$ cat src/rtl/pcr_map.svh
`ifndef PCR_MAP_SVH
`define PCR_MAP_SVH

// byte offsets on the register bus, one aligned word each
`define PCR_OFS_CONTROL   8'h00
`define PCR_OFS_BANDWIDTH 8'h04
`define PCR_OFS_PROGRAM   8'h08

// pll_control field positions
`define PCR_CTL_IE_BIT    7
`define PCR_CTL_FLAG_BIT  6
`define PCR_CTL_PLL_ON_BIT 5
`define PCR_CTL_SRC_BIT    4
`define PCR_CTL_RSV_VAL   4'hf

// pll_bandwidth_control field positions
`define PCR_BW_AUTO_BIT   7
`define PCR_BW_LOCK_BIT   6
`define PCR_BW_TRACK_BIT  5
`define PCR_BW_LOSS_BIT   4

// reset values
`define PCR_RST_MUL       4'h6
`define PCR_RST_VRS       4'h6
`define PCR_RST_PLL_ENABLE     1'h1

// crystal loss check window: bus cycles per unit of the multiplier
`define PCR_LOSS_CYC_PER_N 6'h04

`endif

$ cat src/rtl/pcr_pkg.sv
package pcr_pkg;

  // pll_control storage
  typedef struct packed {
    logic ie;                       // lock interrupt enable
    logic flag;                     // lock change flag
    logic pll_on;                   // pll enable
    logic src_sel;                  // base clock source select
  } pcr_ctl_s;

  // pll_bandwidth_control storage
  typedef struct packed {
    logic       auto_bw;            // automatic bandwidth mode
    logic       track_manual;       // loop mode last written in manual mode
    logic       loss;               // crystal loss detect result
    logic [3:0] test;               // bandwidth test bits
  } pcr_bw_s;

  // pll_programming storage
  typedef struct packed {
    logic [3:0] mul;                // feedback multiplier code
    logic [3:0] vrs;                // vco range select
  } pcr_prog_s;

  // crystal loss check sequencer
  typedef enum logic {
    PCR_LOSS_IDLE,
    PCR_LOSS_RUN
  } pcr_loss_e;

endpackage : pcr_pkg

$ cat src/rtl/pcr_top.sv
// What this block does
// [RULE1] lock irq enable forced zero in manual
// [RULE2] lock toggle sets flag; flag and enable interrupt
// [RULE3] control register read or reset clears flag
// [RULE4] manual mode hides flag, lock, interrupt
// [RULE5] pll enable resets set, held by source
// [RULE6] source select needs pll on, range nonzero
// [RULE7] select picks vco or crystal halved, glitchless
// [RULE8] reset and stop clear source select
// [RULE9] control low nibble reads ones
// [RULE10] automatic bandwidth bit, read/write, reset clear
// [RULE11] lock read-only in auto, reset clear
// [RULE12] loop mode bit: status auto, control manual
// [RULE13] manual loop mode kept through auto
// [RULE14] crystal loss check over N times four
// [RULE15] software writes zero test bits
// [RULE16] multiplier code zero acts one, reset six
// [RULE17] programming register frozen while pll on
// [RULE18] range zero disables pll, reset six
// [RULE19] software enables pll before selecting vco
// [RULE20] software checks lock before selecting vco
// [RULE21] software clears loop mode before manual enable
// [RULE22] break without clear enable keeps flag
// [RULE23] analog status synchronised before use
//
// The register offsets and the Wishbone register port were chosen for this implementation.
`include "pcr_map.svh"

module pcr_top (
  input  wire logic        CORE_CLK_IN,         // bus clock, 40 MHz
  input  wire logic        RESET_N_IN,          // synchronous reset, active low
  input  wire logic        WB_CYC_IN,           // wishbone cycle
  input  wire logic        WB_STB_IN,           // wishbone strobe
  input  wire logic        WB_WE_IN,            // wishbone write enable
  input  wire logic [7:0]  WB_ADR_IN,           // wishbone byte address
  input  wire logic [3:0]  WB_SEL_IN,           // wishbone byte selects
  input  wire logic [31:0] WB_DAT_IN,           // wishbone write data
  output logic      [31:0] WB_DAT_OUT,          // wishbone read data
  output logic             WB_ACK_OUT,          // wishbone acknowledge
  input  wire logic        LOCK_IN,             // lock detector, async
  input  wire logic        TRACK_IN,            // loop in tracking, async
  input  wire logic        XTAL_SEEN_IN,        // crystal activity seen, async
  input  wire logic        STOP_IN,             // stop instruction executing
  input  wire logic        BREAK_IN,            // break state active
  input  wire logic        BREAK_CLEAR_EN_IN,   // break clear enable
  output logic             PLL_ENABLE_OUT,      // pll and vco clock on
  output logic             BASE_CLK_SEL_OUT,    // 1 vco/2, 0 crystal/2
  output logic             AUTO_BW_OUT,         // automatic bandwidth mode
  output logic             TRACK_MODE_OUT,      // manual loop mode, 1 tracking
  output logic      [3:0]  FEEDBACK_MULT_OUT,   // effective multiplier N
  output logic      [3:0]  VCO_RANGE_OUT,       // range multiplier L
  output logic      [3:0]  BW_TEST_OUT,         // bandwidth test bits
  output logic             LOSS_CHECK_OUT,      // crystal loss check running
  output logic             CLOCKGEN_IRQ_OUT     // lock change interrupt
);

  pcr_pkg::pcr_ctl_s  ctl;                      // control register state
  pcr_pkg::pcr_bw_s   bw;                       // bandwidth register state
  pcr_pkg::pcr_prog_s prog;                     // programming register state
  pcr_pkg::pcr_ctl_s  next_ctl;                 // control next value
  pcr_pkg::pcr_bw_s   next_bw;                  // bandwidth next value
  pcr_pkg::pcr_prog_s next_prog;                // programming next value
  pcr_pkg::pcr_loss_e xstate;                   // crystal check state
  pcr_pkg::pcr_loss_e next_xstate;              // crystal check next state
  logic [5:0]         xcount;                   // crystal check cycles left
  logic [5:0]         next_xcount;              // crystal check count next
  logic               ack;                      // registered acknowledge
  logic [2:0]         sync_a;                   // synchroniser first stage
  logic [2:0]         sync_b;                   // synchroniser second stage
  logic               lock_prev;                // lock seen one cycle earlier

  // bus decode
  wire        acc       = WB_CYC_IN & WB_STB_IN;          // request present
  wire        take      = acc & ~ack;                     // first edge of a request
  wire        wr_now    = acc & ack & WB_WE_IN & WB_SEL_IN[0]; // write lands with ack
  wire        sel_ctl   = (WB_ADR_IN == `PCR_OFS_CONTROL);
  wire        sel_bw    = (WB_ADR_IN == `PCR_OFS_BANDWIDTH);
  wire        sel_prog  = (WB_ADR_IN == `PCR_OFS_PROGRAM);
  wire        wr_ctl    = wr_now & sel_ctl;
  wire        wr_bw     = wr_now & sel_bw;
  wire        wr_prog   = wr_now & sel_prog;
  wire        rd_ctl    = take & ~WB_WE_IN & sel_ctl;     // read part of rmw counts too
  wire [7:0]  wd        = WB_DAT_IN[7:0];

  // synchronised analog status
  wire        lock_s    = sync_b[0];
  wire        track_s   = sync_b[1];
  wire        xtal_s    = sync_b[2];
  wire        lock_tog  = lock_s ^ lock_prev;

  // flag protection during break
  wire        keep_flag = BREAK_IN & ~BREAK_CLEAR_EN_IN;
  wire        clr_flag  = rd_ctl & ~keep_flag;  // [RULE3] [RULE22]

  // vco may be chosen only with the loop on and a legal range
  wire        vco_ok    = ctl.pll_on & (prog.vrs != 4'h0);  // [RULE6] [RULE18]
  wire        loss_go   = wr_bw & wd[`PCR_BW_LOSS_BIT] & ctl.src_sel;  // [RULE14]
  wire [3:0]  n_eff     = (prog.mul == 4'h0) ? 4'h1 : prog.mul;  // [RULE16]
  wire [5:0]  xwin      = {2'h0, n_eff} * `PCR_LOSS_CYC_PER_N;

  // read values; hidden fields read as zero in manual mode
  wire [7:0]  rd_ctl_val  = {ctl.ie & bw.auto_bw,
                             ctl.flag & bw.auto_bw,  // [RULE4]
                             ctl.pll_on,
                             ctl.src_sel,
                             `PCR_CTL_RSV_VAL};  // [RULE9]
  wire        track_rd    = bw.auto_bw ? track_s : bw.track_manual;  // [RULE12]
  wire [7:0]  rd_bw_val   = {bw.auto_bw,
                             bw.auto_bw & lock_s,  // [RULE11] [RULE4]
                             track_rd,
                             bw.loss & ctl.src_sel,  // [RULE14]
                             bw.test};
  wire [7:0]  rd_val      = sel_ctl  ? rd_ctl_val :
                            sel_bw   ? rd_bw_val :
                            sel_prog ? {prog.mul, prog.vrs} : 8'h00;

  // next state of pll_control
  always_comb begin
    next_ctl = ctl;
    // enable only exists in automatic mode
    if (!bw.auto_bw) begin
      next_ctl.ie = 1'b0;  // [RULE1]
    end else if (wr_ctl) begin
      next_ctl.ie = wd[`PCR_CTL_IE_BIT];
    end
    // set wins over a clearing read in the same cycle
    next_ctl.flag = lock_tog | (ctl.flag & ~clr_flag);  // [RULE2] [RULE3]
    // old source select decides, so on and select cannot change together
    if (ctl.src_sel) begin
      next_ctl.pll_on = 1'b1;  // [RULE5]
    end else if (wr_ctl) begin
      next_ctl.pll_on = wd[`PCR_CTL_PLL_ON_BIT];
    end
    // a write that turns the loop off can never select the vco with it
    if (STOP_IN || !vco_ok || !next_ctl.pll_on) begin
      next_ctl.src_sel = 1'b0;  // [RULE6] [RULE8] [RULE18]
    end else if (wr_ctl) begin
      next_ctl.src_sel = wd[`PCR_CTL_SRC_BIT];  // [RULE7]
    end
  end

  // next state of pll_bandwidth_control
  always_comb begin
    next_bw = bw;
    if (wr_bw) begin
      next_bw.auto_bw = wd[`PCR_BW_AUTO_BIT];  // [RULE10]
      next_bw.test    = wd[3:0];
    end
    // writes in automatic mode do not touch the stored manual value
    if (wr_bw && !bw.auto_bw) begin
      next_bw.track_manual = wd[`PCR_BW_TRACK_BIT];  // [RULE12] [RULE13]
    end
    // crystal check: written one starts, activity during window clears
    if (loss_go) begin
      next_bw.loss = 1'b1;  // [RULE14]
    end else if (wr_bw) begin
      next_bw.loss = 1'b0;
    end else if (xstate == pcr_pkg::PCR_LOSS_RUN && xtal_s) begin
      next_bw.loss = 1'b0;
    end
  end

  // crystal check window sequencer
  always_comb begin
    next_xstate = xstate;
    next_xcount = xcount;
    unique case (xstate)
      pcr_pkg::PCR_LOSS_IDLE: begin
        if (loss_go) begin
          next_xstate = pcr_pkg::PCR_LOSS_RUN;
          next_xcount = xwin - 6'h01;
        end
      end
      pcr_pkg::PCR_LOSS_RUN: begin
        // leaving vco source aborts the check, the bit reads zero anyway
        if (xcount == 6'h00 || !ctl.src_sel) begin
          next_xstate = pcr_pkg::PCR_LOSS_IDLE;
        end else begin
          next_xcount = xcount - 6'h01;
        end
      end
    endcase
  end

  // programming register, frozen while the pll runs
  always_comb begin
    next_prog = prog;
    if (wr_prog && !ctl.pll_on) begin
      next_prog = {wd[7:4], wd[3:0]};  // [RULE17]
    end
  end

  // two-flop synchroniser for the analog status lines
  always_ff @(posedge CORE_CLK_IN) begin
    if (!RESET_N_IN) begin
      sync_a    <= 3'h0;
      sync_b    <= 3'h0;
      lock_prev <= 1'b0;
    end else begin
      sync_a    <= {XTAL_SEEN_IN, TRACK_IN, LOCK_IN};  // [RULE23]
      sync_b    <= sync_a;
      lock_prev <= lock_s;
    end
  end

  // register state
  always_ff @(posedge CORE_CLK_IN) begin
    if (!RESET_N_IN) begin
      ctl    <= '{ie: 1'b0, flag: 1'b0, pll_on: `PCR_RST_PLL_ENABLE, src_sel: 1'b0};
      bw     <= '0;
      prog   <= '{mul: `PCR_RST_MUL, vrs: `PCR_RST_VRS};
      xstate <= pcr_pkg::PCR_LOSS_IDLE;
      xcount <= 6'h00;
    end else begin
      ctl    <= next_ctl;
      bw     <= next_bw;
      prog   <= next_prog;
      xstate <= next_xstate;
      xcount <= next_xcount;
    end
  end

  // bus answer: ack one cycle after the request, data captured then
  always_ff @(posedge CORE_CLK_IN) begin
    if (!RESET_N_IN) begin
      ack        <= 1'b0;
      WB_DAT_OUT <= 32'h0;
    end else begin
      ack <= take;
      if (take && !WB_WE_IN) begin
        WB_DAT_OUT <= {24'h0, rd_val};
      end
    end
  end

  // outputs registered from next values so they match the state
  always_ff @(posedge CORE_CLK_IN) begin
    if (!RESET_N_IN) begin
      WB_ACK_OUT        <= 1'b0;
      PLL_ENABLE_OUT    <= 1'b1;
      BASE_CLK_SEL_OUT  <= 1'b0;
      AUTO_BW_OUT       <= 1'b0;
      TRACK_MODE_OUT    <= 1'b0;
      FEEDBACK_MULT_OUT <= `PCR_RST_MUL;
      VCO_RANGE_OUT     <= `PCR_RST_VRS;
      BW_TEST_OUT       <= 4'h0;
      LOSS_CHECK_OUT    <= 1'b0;
      CLOCKGEN_IRQ_OUT  <= 1'b0;
    end else begin
      WB_ACK_OUT        <= take;
      // range zero keeps the loop off whatever the enable says
      PLL_ENABLE_OUT    <= next_ctl.pll_on & (next_prog.vrs != 4'h0);  // [RULE18]
      // external selector holds its output static while it switches
      BASE_CLK_SEL_OUT  <= next_ctl.src_sel;  // [RULE7]
      AUTO_BW_OUT       <= next_bw.auto_bw;
      TRACK_MODE_OUT    <= next_bw.track_manual;  // [RULE12]
      FEEDBACK_MULT_OUT <= (next_prog.mul == 4'h0) ? 4'h1 : next_prog.mul;  // [RULE16]
      VCO_RANGE_OUT     <= next_prog.vrs;
      BW_TEST_OUT       <= next_bw.test;
      LOSS_CHECK_OUT    <= (next_xstate == pcr_pkg::PCR_LOSS_RUN);
      CLOCKGEN_IRQ_OUT  <= next_ctl.flag & next_ctl.ie & next_bw.auto_bw;  // [RULE2] [RULE4]
    end
  end
endmodule : pcr_top

$ cat config.mk
export PLATFORM = sky130hd
export DESIGN_NAME = pcr_top
export DESIGN_NICKNAME = d
export VERILOG_FILES = /design/src/rtl/pcr_pkg.sv /design/src/rtl/pcr_top.sv
export VERILOG_INCLUDE_DIRS = /design/src /design/src/rtl
export SDC_FILE = /design/constraint.sdc
export NUM_CORES = 1
export LEC_CHECK = 0
export BUFFER_PORTS_ARGS = -buffer_cell sky130_fd_sc_hd__buf_2
export CORE_UTILIZATION = 50
export CTS_CLUSTER_DIAMETER = 80
export DETAILED_ROUTE_END_ITERATION = 8
export GPL_ROUTABILITY_DRIVEN = 1
export GPL_TIMING_DRIVEN = 1
export HOLD_SLACK_MARGIN = 0.06
export PLACE_DENSITY_LB_ADDON = 0.08
export SYNTH_ARGS = -nofsm -noshare
export SYNTH_HDL_FRONTEND = slang
export SYNTH_SLANG_ARGS = --single-unit
$ cat constraint.sdc
create_clock -name CORE_CLK_IN -period 2.5 [get_ports CORE_CLK_IN]
set_input_delay 0.25 -clock CORE_CLK_IN [delete_from_list [all_inputs] [get_ports CORE_CLK_IN]]
set_output_delay 0.25 -clock CORE_CLK_IN [all_outputs]
set_load 0.005 [all_outputs]
==> impl_metrics.toml, run 1 <==
[status]
status = "complete, no violations"

[synthesis]
synth-async-reset-ratio = 0
ys_warn_count = 0
ys_ff_latch = 48
synth_edf_count = 0
synth_most_common_cell = "dfxtp_1"
synth-main-ff-cell = "dfxtp_1"
yosys-top-cells-area = "dfxtp_1 (41%), buf_4 (10%), nand2_1 (6.6%)"
yosysTopAreaCell = "dfxtp_1"
syn_inst = 277
synthDistinctLibCells = 46
synth_area_um2 = 2340
syn_area_per_cell_um2 = 8.45
yosysTopAreaCellShare = 0.410
ys_top_cells_by_count = "dfxtp_1 (48), nand2_1 (41), buf_4 (32), nor2_1 (32), a21oi_1 (16)"
yosysSeqAreaShare = 0.410

[place]
place_congestion = 0.788
placed_area_um2 = 2490
dp_cells = 364
dp_hpwl_mm = 3.61
port_buffers = 54
place_ws_ns = 0.394

[clock_network]
cts_tree = "yes"
root_buffer = "clkbuf_8"
postCtsHoldBufs = 0
cts.htree.levels = 2
clock_latency_ns = 0.30
numClockSinks = 48
cts.repair.resized = 0
cts_setup_buffers = 0
cts_buffers = 5
clk_path_buf_depth = 2
cts.clk_slew.worst_paths_ns = 0.09

[setup_path]
slowest_delay_ns = 0.58
cp_slowest_cell = "a21oi_1"
reg2reg_depth = 4
cp.arrival_ns = 1.99
critical_path_class = "register to register"
r2r_slack_ns = 0.66
worstPathCellList = "nor3_1 -> a31oi_1 -> a21oi_1 -> a211oi_1"
crit_required_ns = 2.64
critPathMaxFanout = 8
worstSetupStartpointType = "register"
rr_endpoint = "xcount[0]$_SDFFE_PN0P_"
crit_path_end_kind = "register"
reg2reg_from = "xcount[2]$_SDFFE_PN0P_"

[timing]
hold_viol = 0
fin_crit_ns = 1.84
setup_ws_ns = 0.658
rsz0062_at_grt = "false"
finalCritPeriodShare = 0.737
holdWs_ns = 0.149
tightestPinTransition_ns = 0.955
finalSetupTns_ns = 0
setup_viol = 0
max_freq_mhz = 543
slew_viol_final = 0
slew_headroom = 0.362
fin_worst_skew_ns = 0.00568

[min_path]
worstHoldStart = "XTAL_SEEN_IN"
hold_end = "sync_a[2]$_SDFF_PN0_"
hold_path.class = "input port to register"
min_path_cells = 2

[die]
ios = 106
fp.dieH_um = 70.4
core_area_um2 = 4410
die_x_um = 70.4
start_util = 0.530
die_area_um2 = 4960
rows = 24

[pwr]
cellPowerDensity_nw_per_um2 = 555
leakage_nw = 1.17
ir_worst_vdd_uv = 372
totalPowerFinal_mw = 1.45

[routing]
routedWlPerCell_um = 13.2
num_vias = 1928
drtIter0Drc = 100
wl_mm = 4.93
firstDrtPassIters = 4
antenna_left = 0
drc = 0
via_per_inst = 5.18

[global_routing]
grt-ovfl-total = 0
antenna_found_initial = 0
grt_max_degree = 30
grt_pass1_wl_mm = 7.87
grt_pass1_vias = 1635
grt_use_total = 0.201

[flow_run]
maxCapViolCount = 0

[layout]
num_antenna_cells = 0
syn2layout_area_growth_pct = 11.5
layout-drive-gt1-share = 0.222
nets = 377
instances_no_fill = 372
fin_area_um2 = 2610
fin_util = 0.591
-- placed cells by master, fill, tap and decap left out, types with 2 or more instances in the layout --
cell / n
a31oi_1: 5
nor4_1: 2
a22oi_1: 3
o21ai_0: 2
ha_1: 3
conb_1: 24
nor2_1: 32
nand2_1: 41
and2_1: 10
clkbuf_8: 6
a21oi_1: 16
o22ai_1: 2
nor3_1: 8
inv_1: 8
a211oi_1: 3
o32ai_1: 4
buf_4: 3
and4_1: 3
mux2i_1: 12
dfxtp_1: 48
buf_2: 54
a2111oi_0: 4
nand3_1: 2
xnor2_1: 2
-- layout make-up --
cell class                 instances  area [um^2]
fill                             423         1800
clock inverter                     2         38.8
multi-input combinational        199         1140
tap                               52         65.1
clock buffer                       6         82.6
timing repair buffer              57          293
inverter                           8         30.0
sequential                        48          961
-- cell families after synthesis --
| group | share of synthesized area |
|---|---|
| AOI/OAI and AO/OA | 0.139 |
| xor gates and xnor gates | 0.00748 |
| adders and majority gates | 0.0160 |
| buffers and inverters | 0.139 |
| DFF | 0.410 |
| muxes | 0.0577 |
| other | 0.00160 |
| and+or+nand+nor | 0.228 |
-- critical path, delay by kind of cell (launching register included) --
kind | cells | cell delay (ns)
AO/OA/AOI/OAI | 3 | 1.00
flip-flops | 1 | 0.35
AND/OR/NAND/NOR | 1 | 0.34
-- power by group --
part	total, mW	switching [mW]	internal [mW]
Combinational	0.0861	0.0559	0.0302
Sequential	0.774	0.00323	0.771
Clock	0.589	0.262	0.327
Total	1.45	0.321	1.13
-- metal layers --
layer,wire (um),GRT usage,vias to the layer above
li1,-,-,984
met4,47,0.0533,0
met1,2400,0.290,862
met5,0,0,-
met3,352,0.0476,5
met2,2120,0.297,77
-- flip-flops by register name (all words and copies together), names as in the netlist, 3 cells and up --
| register | count |
|---|---|
| BW_TEST_OUT | 4 |
| FEEDBACK_MULT_OUT | 4 |
| VCO_RANGE_OUT | 4 |
| sync_a | 3 |
| ctl | 3 |
| prog | 4 |
| xcount | 6 |
| sync_b | 3 |
| WB_DAT_OUT | 8 |
-- worst max-delay path by stage --
stage / from / end
2_1_floorplan: WB_ACK_OUT$_SDFF_PN0_ / CLOCKGEN_IRQ_OUT$_SDFF_PN0_
3_3_place_gp: WB_ADR_IN[5] / PLL_ENABLE_OUT$_SDFF_PN1_
3_5_place_dp: WB_ADR_IN[5] / PLL_ENABLE_OUT$_SDFF_PN1_
4_1_cts: xcount[2]$_SDFFE_PN0P_ / xcount[0]$_SDFFE_PN0P_
5_1_grt: xcount[2]$_SDFFE_PN0P_ / xcount[3]$_SDFFE_PN0P_
6_report: xcount[2]$_SDFFE_PN0P_ / xcount[0]$_SDFFE_PN0P_
No activity file was read; power rests on OpenSTA's default activity.
==> inputs of run 2 (changes only) <==
--- a/config.mk
+++ b/config.mk
@@ -6,8 +6,9 @@
 export SDC_FILE = /design/constraint.sdc
 export NUM_CORES = 1
 export LEC_CHECK = 0
+export ABC_AREA = 1
 export BUFFER_PORTS_ARGS = -buffer_cell sky130_fd_sc_hd__buf_2
-export CORE_UTILIZATION = 50
+export CORE_UTILIZATION = 47
 export CTS_CLUSTER_DIAMETER = 80
 export DETAILED_ROUTE_END_ITERATION = 8
 export GPL_ROUTABILITY_DRIVEN = 1
==> constraint.sdc (replaced) <==
create_clock -name CORE_CLK_IN -period 1.7 [get_ports CORE_CLK_IN]
set_input_delay 0.17 -clock CORE_CLK_IN [delete_from_list [all_inputs] [get_ports CORE_CLK_IN]]
set_output_delay 0.17 -clock CORE_CLK_IN [all_outputs]
set_load 0.005 [all_outputs]
==> run 2 against run 1 <==
Net effect:
- largest power group unchanged
- critical path type unchanged
- maximum frequency rose by 21%
- highest routed layer unchanged
- critical endpoint is now xcount[3]$_SDFFE_PN0P_
- synthesized cell count rose by 18%
- core utilization fell by 1.5 points
==> impl_metrics.toml, run 2 <==
[clock_network]
root_buffer = "clkbuf_8"
clk_path_buf_depth = 2
cts.htree.levels = 2
numClockSinks = 48
cts.clk_slew.worst_paths_ns = 0.09
clock_latency_ns = 0.30
cts_setup_buffers = 0
cts_buffers = 5
cts_tree = "yes"

[global_routing]
use_met1 = 0.283
gr-max-usage-layer = "met2"
grt_use_met3 = 0.0442
grt-ovfl-total = 0
grt_pass1_vias = 1822
grt_pass1_wl_mm = 8.40
grt_max_degree = 25
use_met2 = 0.330
grt_use_total = 0.208
antenna_found_initial = 0

[place]
place_congestion = 0.835
place_ws_ns = 0.146
port_buffers = 54
dp_hpwl_mm = 4.02

[setup_path]
critical_path_class = "register to register"
worstSetupStartpointType = "register"
crit_required_ns = 1.90
cp.arrival_ns = 1.72
crit_path_end_kind = "register"
critPathMaxFanout = 6

[layout]
num_antenna_cells = 0
largest_reg_flops = 8
layout-drive-gt1-share = 0.219
final_cell_mix = "nand2_1 (62), buf_2 (54), dfxtp_1 (48)"
syn2layout_area_growth_pct = 16.0
largest_registers = "WB_DAT_OUT: 8 flops, xcount: 6 flops"
multi_input_area_um2 = 1100
num-fill-cells = 495
seq_area_um2 = 961
regMostFlops = "WB_DAT_OUT"
final_common_cell = "nand2_1"
nets = 441

[timing]
fin_worst_skew_ns = 0.00421
finalSetupTns_ns = 0
finalCritPeriodShare = 0.893
hold_viol = 0
fin_crit_ns = 1.52
slew_viol_final = 0
rsz0062_at_grt = "false"
max_freq_mhz = 659
setup_viol = 0
setup_ws_ns = 0.182

[synthesis]
synthDistinctLibCells = 33
yosysSeqAreaShare = 0.404
synth_edf_count = 0
synth_most_common_cell = "nand2_1"
syn_area_per_cell_um2 = 7.29
synth-async-reset-ratio = 0
synth_area_um2 = 2380
yosysTopAreaCell = "dfxtp_1"
ys_ff_latch = 48
syn_inst = 326
ys_warn_count = 0
yosysTopAreaCellShare = 0.404
synth-main-ff-cell = "dfxtp_1"
ys_top_cells_by_count = "nand2_1 (62), dfxtp_1 (48), nor2_1 (41)"
yosys-top-cells-area = "dfxtp_1 (40%), buf_4 (10%), nand2_1 (9.8%)"

[pwr]
ir_worst_vdd_uv = 397
leakage_nw = 1.43
cellPowerDensity_nw_per_um2 = 763

[die]
fp.dieH_um = 73.1
die_area_um2 = 5350
core_area_um2 = 4790
start_util = 0.497
ios = 106
rows = 25
die_x_um = 73.1

[min_path]
hold_path.class = "input port to register"

[routing]
via_per_inst = 4.68
firstDrtPassIters = 4
drtIter0Drc = 103
routedWlPerCell_um = 11.4
wl_mm = 5.16
antenna_left = 0
num_vias = 2109
drc = 0

[flow_run]
maxCapViolCount = 0

[status]
status = "complete, no violations"
## run 2: cell count changes after synthesis, moves of 6 or more
cell      change
nor3_1        -6
inv_1        +28
o21ai_0      +15
clkbuf_1      -6
nor2_1        +9
nand2_1      +21
nand3_1      +21
and2_1       -10
mux2i_1      -12
## run 2: layout make-up
class,count,share of cell area
clock inverters,3,0.0154
flip-flops and latches,48,0.348
multi-input cells,225,0.398
repair buffers,66,0.132
well taps,67,0.0304
clock buffers,5,0.0250
inverters,37,0.0504
## run 2: final timing paths
check,from,to,slack [ns],depth (start not counted)
worst max-delay path,WB_ACK_OUT$_SDFF_PN0_,xcount[3]$_SDFFE_PN0P_,0.18,7
worst min-delay path,LOCK_IN,sync_a[0]$_SDFF_PN0_,0.08,3
worst max register to register,WB_ACK_OUT$_SDFF_PN0_,xcount[3]$_SDFFE_PN0P_,0.18,7
worst min register to register,sync_a[0]$_SDFF_PN0_,sync_b[0]$_SDFF_PN0_,0.42,2
## run 2: per-layer routing
metal,wire [um],vias up
li1,-,1103
met2,2270,68
met5,0,-
met4,61,0
met1,2550,932
met3,274,6
## run 2: through the flow
step | util | cells | hold slack (ns) | total power, mW | area, um^2
final | 0.576 | 451 | 0.0768 | 2.10 | 2760
after global routing | 0.576 | 451 | 0.0744 | 2.20 | 2760
after CTS | 0.575 | 451 | 0.0655 | 2.12 | 2750
after detailed placement | 0.548 | 441 | 0.358 | 1.31 | 2620
after global placement | 0.548 | 441 | 0.352 | 1.30 | 2620
after floorplan | - | 349 | 0.268 | 1.28 | 2460
## run 2: kinds of logic (layout without fill, tap and decap cells)
| family | Yosys count | count (layout) | synth area share |
|---|---|---|---|
| xor gates and xnor gates | 3 | 3 | 0.0111 |
| buffers and inverters | 76 | 111 | 0.173 |
| DFF | 48 | 48 | 0.404 |
| adders and majority gates | 3 | 3 | 0.0158 |
| and+or+nand+nor | 146 | 146 | 0.278 |
| other | 1 | 24 | 0.00158 |
| AOI/OAI and AO/OA | 49 | 49 | 0.116 |
## run 2: timing repair
item | CTS | global route
hold buffers | 2 | 0
setup endpoints to repair | 0 | 5
resized for setup | 0 | 1
endpoints found under the hold margin | 2 | 0
## run 2: critical path: stages, from the launching register on
cell,delay [ns]
dfxtp_1,0.39
nand3_1,0.19
nor2_4,0.22
nand4_1,0.12
nand2_1,0.20
inv_2,0.11
nor2_1,0.12
nor2_1,0.05
## run 2: report_power, final
part	internal, mW	switching [mW]	leakage (nW)	total, mW
clock network	0.435	0.385	0.0541	0.820
registers	1.14	0.00856	0.389	1.15
logic	0.0546	0.0789	0.984	0.134
==> inputs of run 3 (changes only) <==
--- a/config.mk
+++ b/config.mk
@@ -7,13 +7,14 @@
 export NUM_CORES = 1
 export LEC_CHECK = 0
 export ABC_AREA = 1
-export BUFFER_PORTS_ARGS = -buffer_cell sky130_fd_sc_hd__buf_2
-export CORE_UTILIZATION = 47
+export CORE_UTILIZATION = 52
 export CTS_CLUSTER_DIAMETER = 80
 export DETAILED_ROUTE_END_ITERATION = 8
+export DONT_BUFFER_PORTS = 1
 export GPL_ROUTABILITY_DRIVEN = 1
 export GPL_TIMING_DRIVEN = 1
 export HOLD_SLACK_MARGIN = 0.06
+export MAX_ROUTING_LAYER = met4
 export PLACE_DENSITY_LB_ADDON = 0.08
 export SYNTH_ARGS = -nofsm -noshare
 export SYNTH_HDL_FRONTEND = slang
==> run 3 against run 2 <==
Net effect:
- die area down 9.4%
- via count shrank 7.1%
- first-iteration DRC count increased by 50%
- design area fell by 8.2%
- sequential power is essentially flat
==> impl_metrics.toml, run 3 (same netlist as run 2, synthesis figures left out) <==
[status]
status = "complete, no violations"

[layout]
largest_registers = "WB_DAT_OUT: 8 flops, xcount: 6 flops"
layout-drive-gt1-share = 0.0863
syn2layout_area_growth_pct = 6.53
regMostFlops = "WB_DAT_OUT"
fin_area_um2 = 2530
final_common_cell = "nand2_1"
num_antenna_cells = 0
largest_reg_flops = 8
final_cell_mix = "nand2_1 (62), dfxtp_1 (47), nor2_1 (41)"
fin_util = 0.578
nets = 393
num-fill-cells = 437

[timing]
finalSetupTns_ns = 0
rsz0062_at_grt = "false"
hold_viol = 0
finalCritPeriodShare = 0.865
fin_worst_skew_ns = 0.00578
slew_viol_final = 0
max_freq_mhz = 680
slew_headroom = 0.278
setup_ws_ns = 0.229
setup_viol = 0
tightestPinTransition_ns = 1.08
fin_crit_ns = 1.47

[place]
placed_area_um2 = 2320
dp_hpwl_mm = 3.67
place_ws_ns = 0.216
place_congestion = 0.861
port_buffers = 0

[die]
start_util = 0.542
fp.dieH_um = 69.6
die_area_um2 = 4850
rows = 24
core_area_um2 = 4380
ios = 106
die_x_um = 69.6

[clock_network]
cts.clk_slew.worst_paths_ns = 0.09
numClockSinks = 48
cts_tree = "yes"
cts_buffers = 5
clk_path_buf_depth = 2
cts.htree.levels = 2
root_buffer = "clkbuf_8"
cts_setup_buffers = 0
clock_latency_ns = 0.31

[pwr]
totalPowerFinal_mw = 2.09
leakage_nw = 1.22
ir_worst_vdd_uv = 547
cellPowerDensity_nw_per_um2 = 824

[routing]
drc = 0
drtIter0Drc = 155
routedWlPerCell_um = 12.9
wl_mm = 5.02
antenna_left = 0
num_vias = 1960
firstDrtPassIters = 4
via_per_inst = 5.05

[setup_path]
cp.arrival_ns = 1.63
crit_required_ns = 1.86
crit_path_end_kind = "register"
critical_path_class = "register to register"
worstSetupStartpointType = "register"
critPathMaxFanout = 8

[global_routing]
grt_pass1_vias = 1731
grt_max_degree = 31
grt_pass1_wl_mm = 8.46
antenna_found_initial = 0
grt_use_total = 0.228
grt-ovfl-total = 0

[min_path]
hold_path.class = "input port to register"

[flow_run]
maxCapViolCount = 0
run 3: cell count changes in the layout (fill, tap and decap cells not counted), sizes merged:
| cell | change |
|---|---|
| dlygate4sd3 | +7 |
| dlymetal6s4s | +1 |
| buf | -56 |
run 3: worst max-delay path: stages (launching register included):
cell     delay, ns
dfxtp_2       0.37
nand3_1       0.11
buf_4         0.16
nor3_4        0.13
nand2_2       0.14
nand2_1       0.11
nand2_1       0.05
nor2_1        0.10
nand2_1       0.06
nand2_1       0.05
nand2_1       0.04
run 3: path summary, 6_finish.rpt:
check	from	endpoint	slack [ns]	cells after the start
worst max-delay path	WB_ACK_OUT$_SDFF_PN0_	PLL_ENABLE_OUT$_SDFF_PN1_	0.23	10
worst min register to register	sync_a[2]$_SDFF_PN0_	sync_b[2]$_SDFF_PN0_	0.43	2
worst max register to register	WB_ACK_OUT$_SDFF_PN0_	PLL_ENABLE_OUT$_SDFF_PN1_	0.23	10
worst min-delay path	WB_DAT_IN[2]	VCO_RANGE_OUT[2]$_SDFF_PN1_	0.06	2
run 3: per-layer routing:
| layer | up-vias | GRT usage | wire length [um] |
|---|---|---|---|
| met5 | - | - | 0 |
| met4 | 0 | 0.0756 | 93 |
| met3 | 8 | 0.0538 | 392 |
| met2 | 86 | 0.311 | 2160 |
| met1 | 862 | 0.331 | 2380 |
| li1 | 1004 | - | - |
run 3: per-stage QoR:
stage	hold slack [ns]	cells
finish	0.0633	388
global placement	0.248	370
floorplan	0.268	349
global route	0.0659	388
CTS	0.0602	388
detailed placement	0.250	370
run 3: cell type report:
type	count	area [um^2]	area share
clock buffer	5	68.8	0.0272
clock inverter	3	42.5	0.0168
inverter	37	139	0.0548
multi-input combinational	225	1090	0.431
sequential	48	962	0.380
tap	52	65.1	0.0257
timing repair buffer	18	163	0.0642
run 3: timing repair:
item                                   CTS  global route
endpoints found under the hold margin   34             0
resized for setup                        0             2
hold buffers                            10             0
setup endpoints to repair                0             8
run 3: where the power goes:
| group | switching [mW] | leakage, nW | internal, mW | total [mW] |
|---|---|---|---|---|
| sequential | 0.0123 | 0.390 | 1.14 | 1.16 |
| combinational | 0.0626 | 0.777 | 0.0388 | 0.101 |
| clock | 0.396 | 0.0541 | 0.435 | 0.831 |
| total | 0.470 | 1.22 | 1.62 | 2.09 |
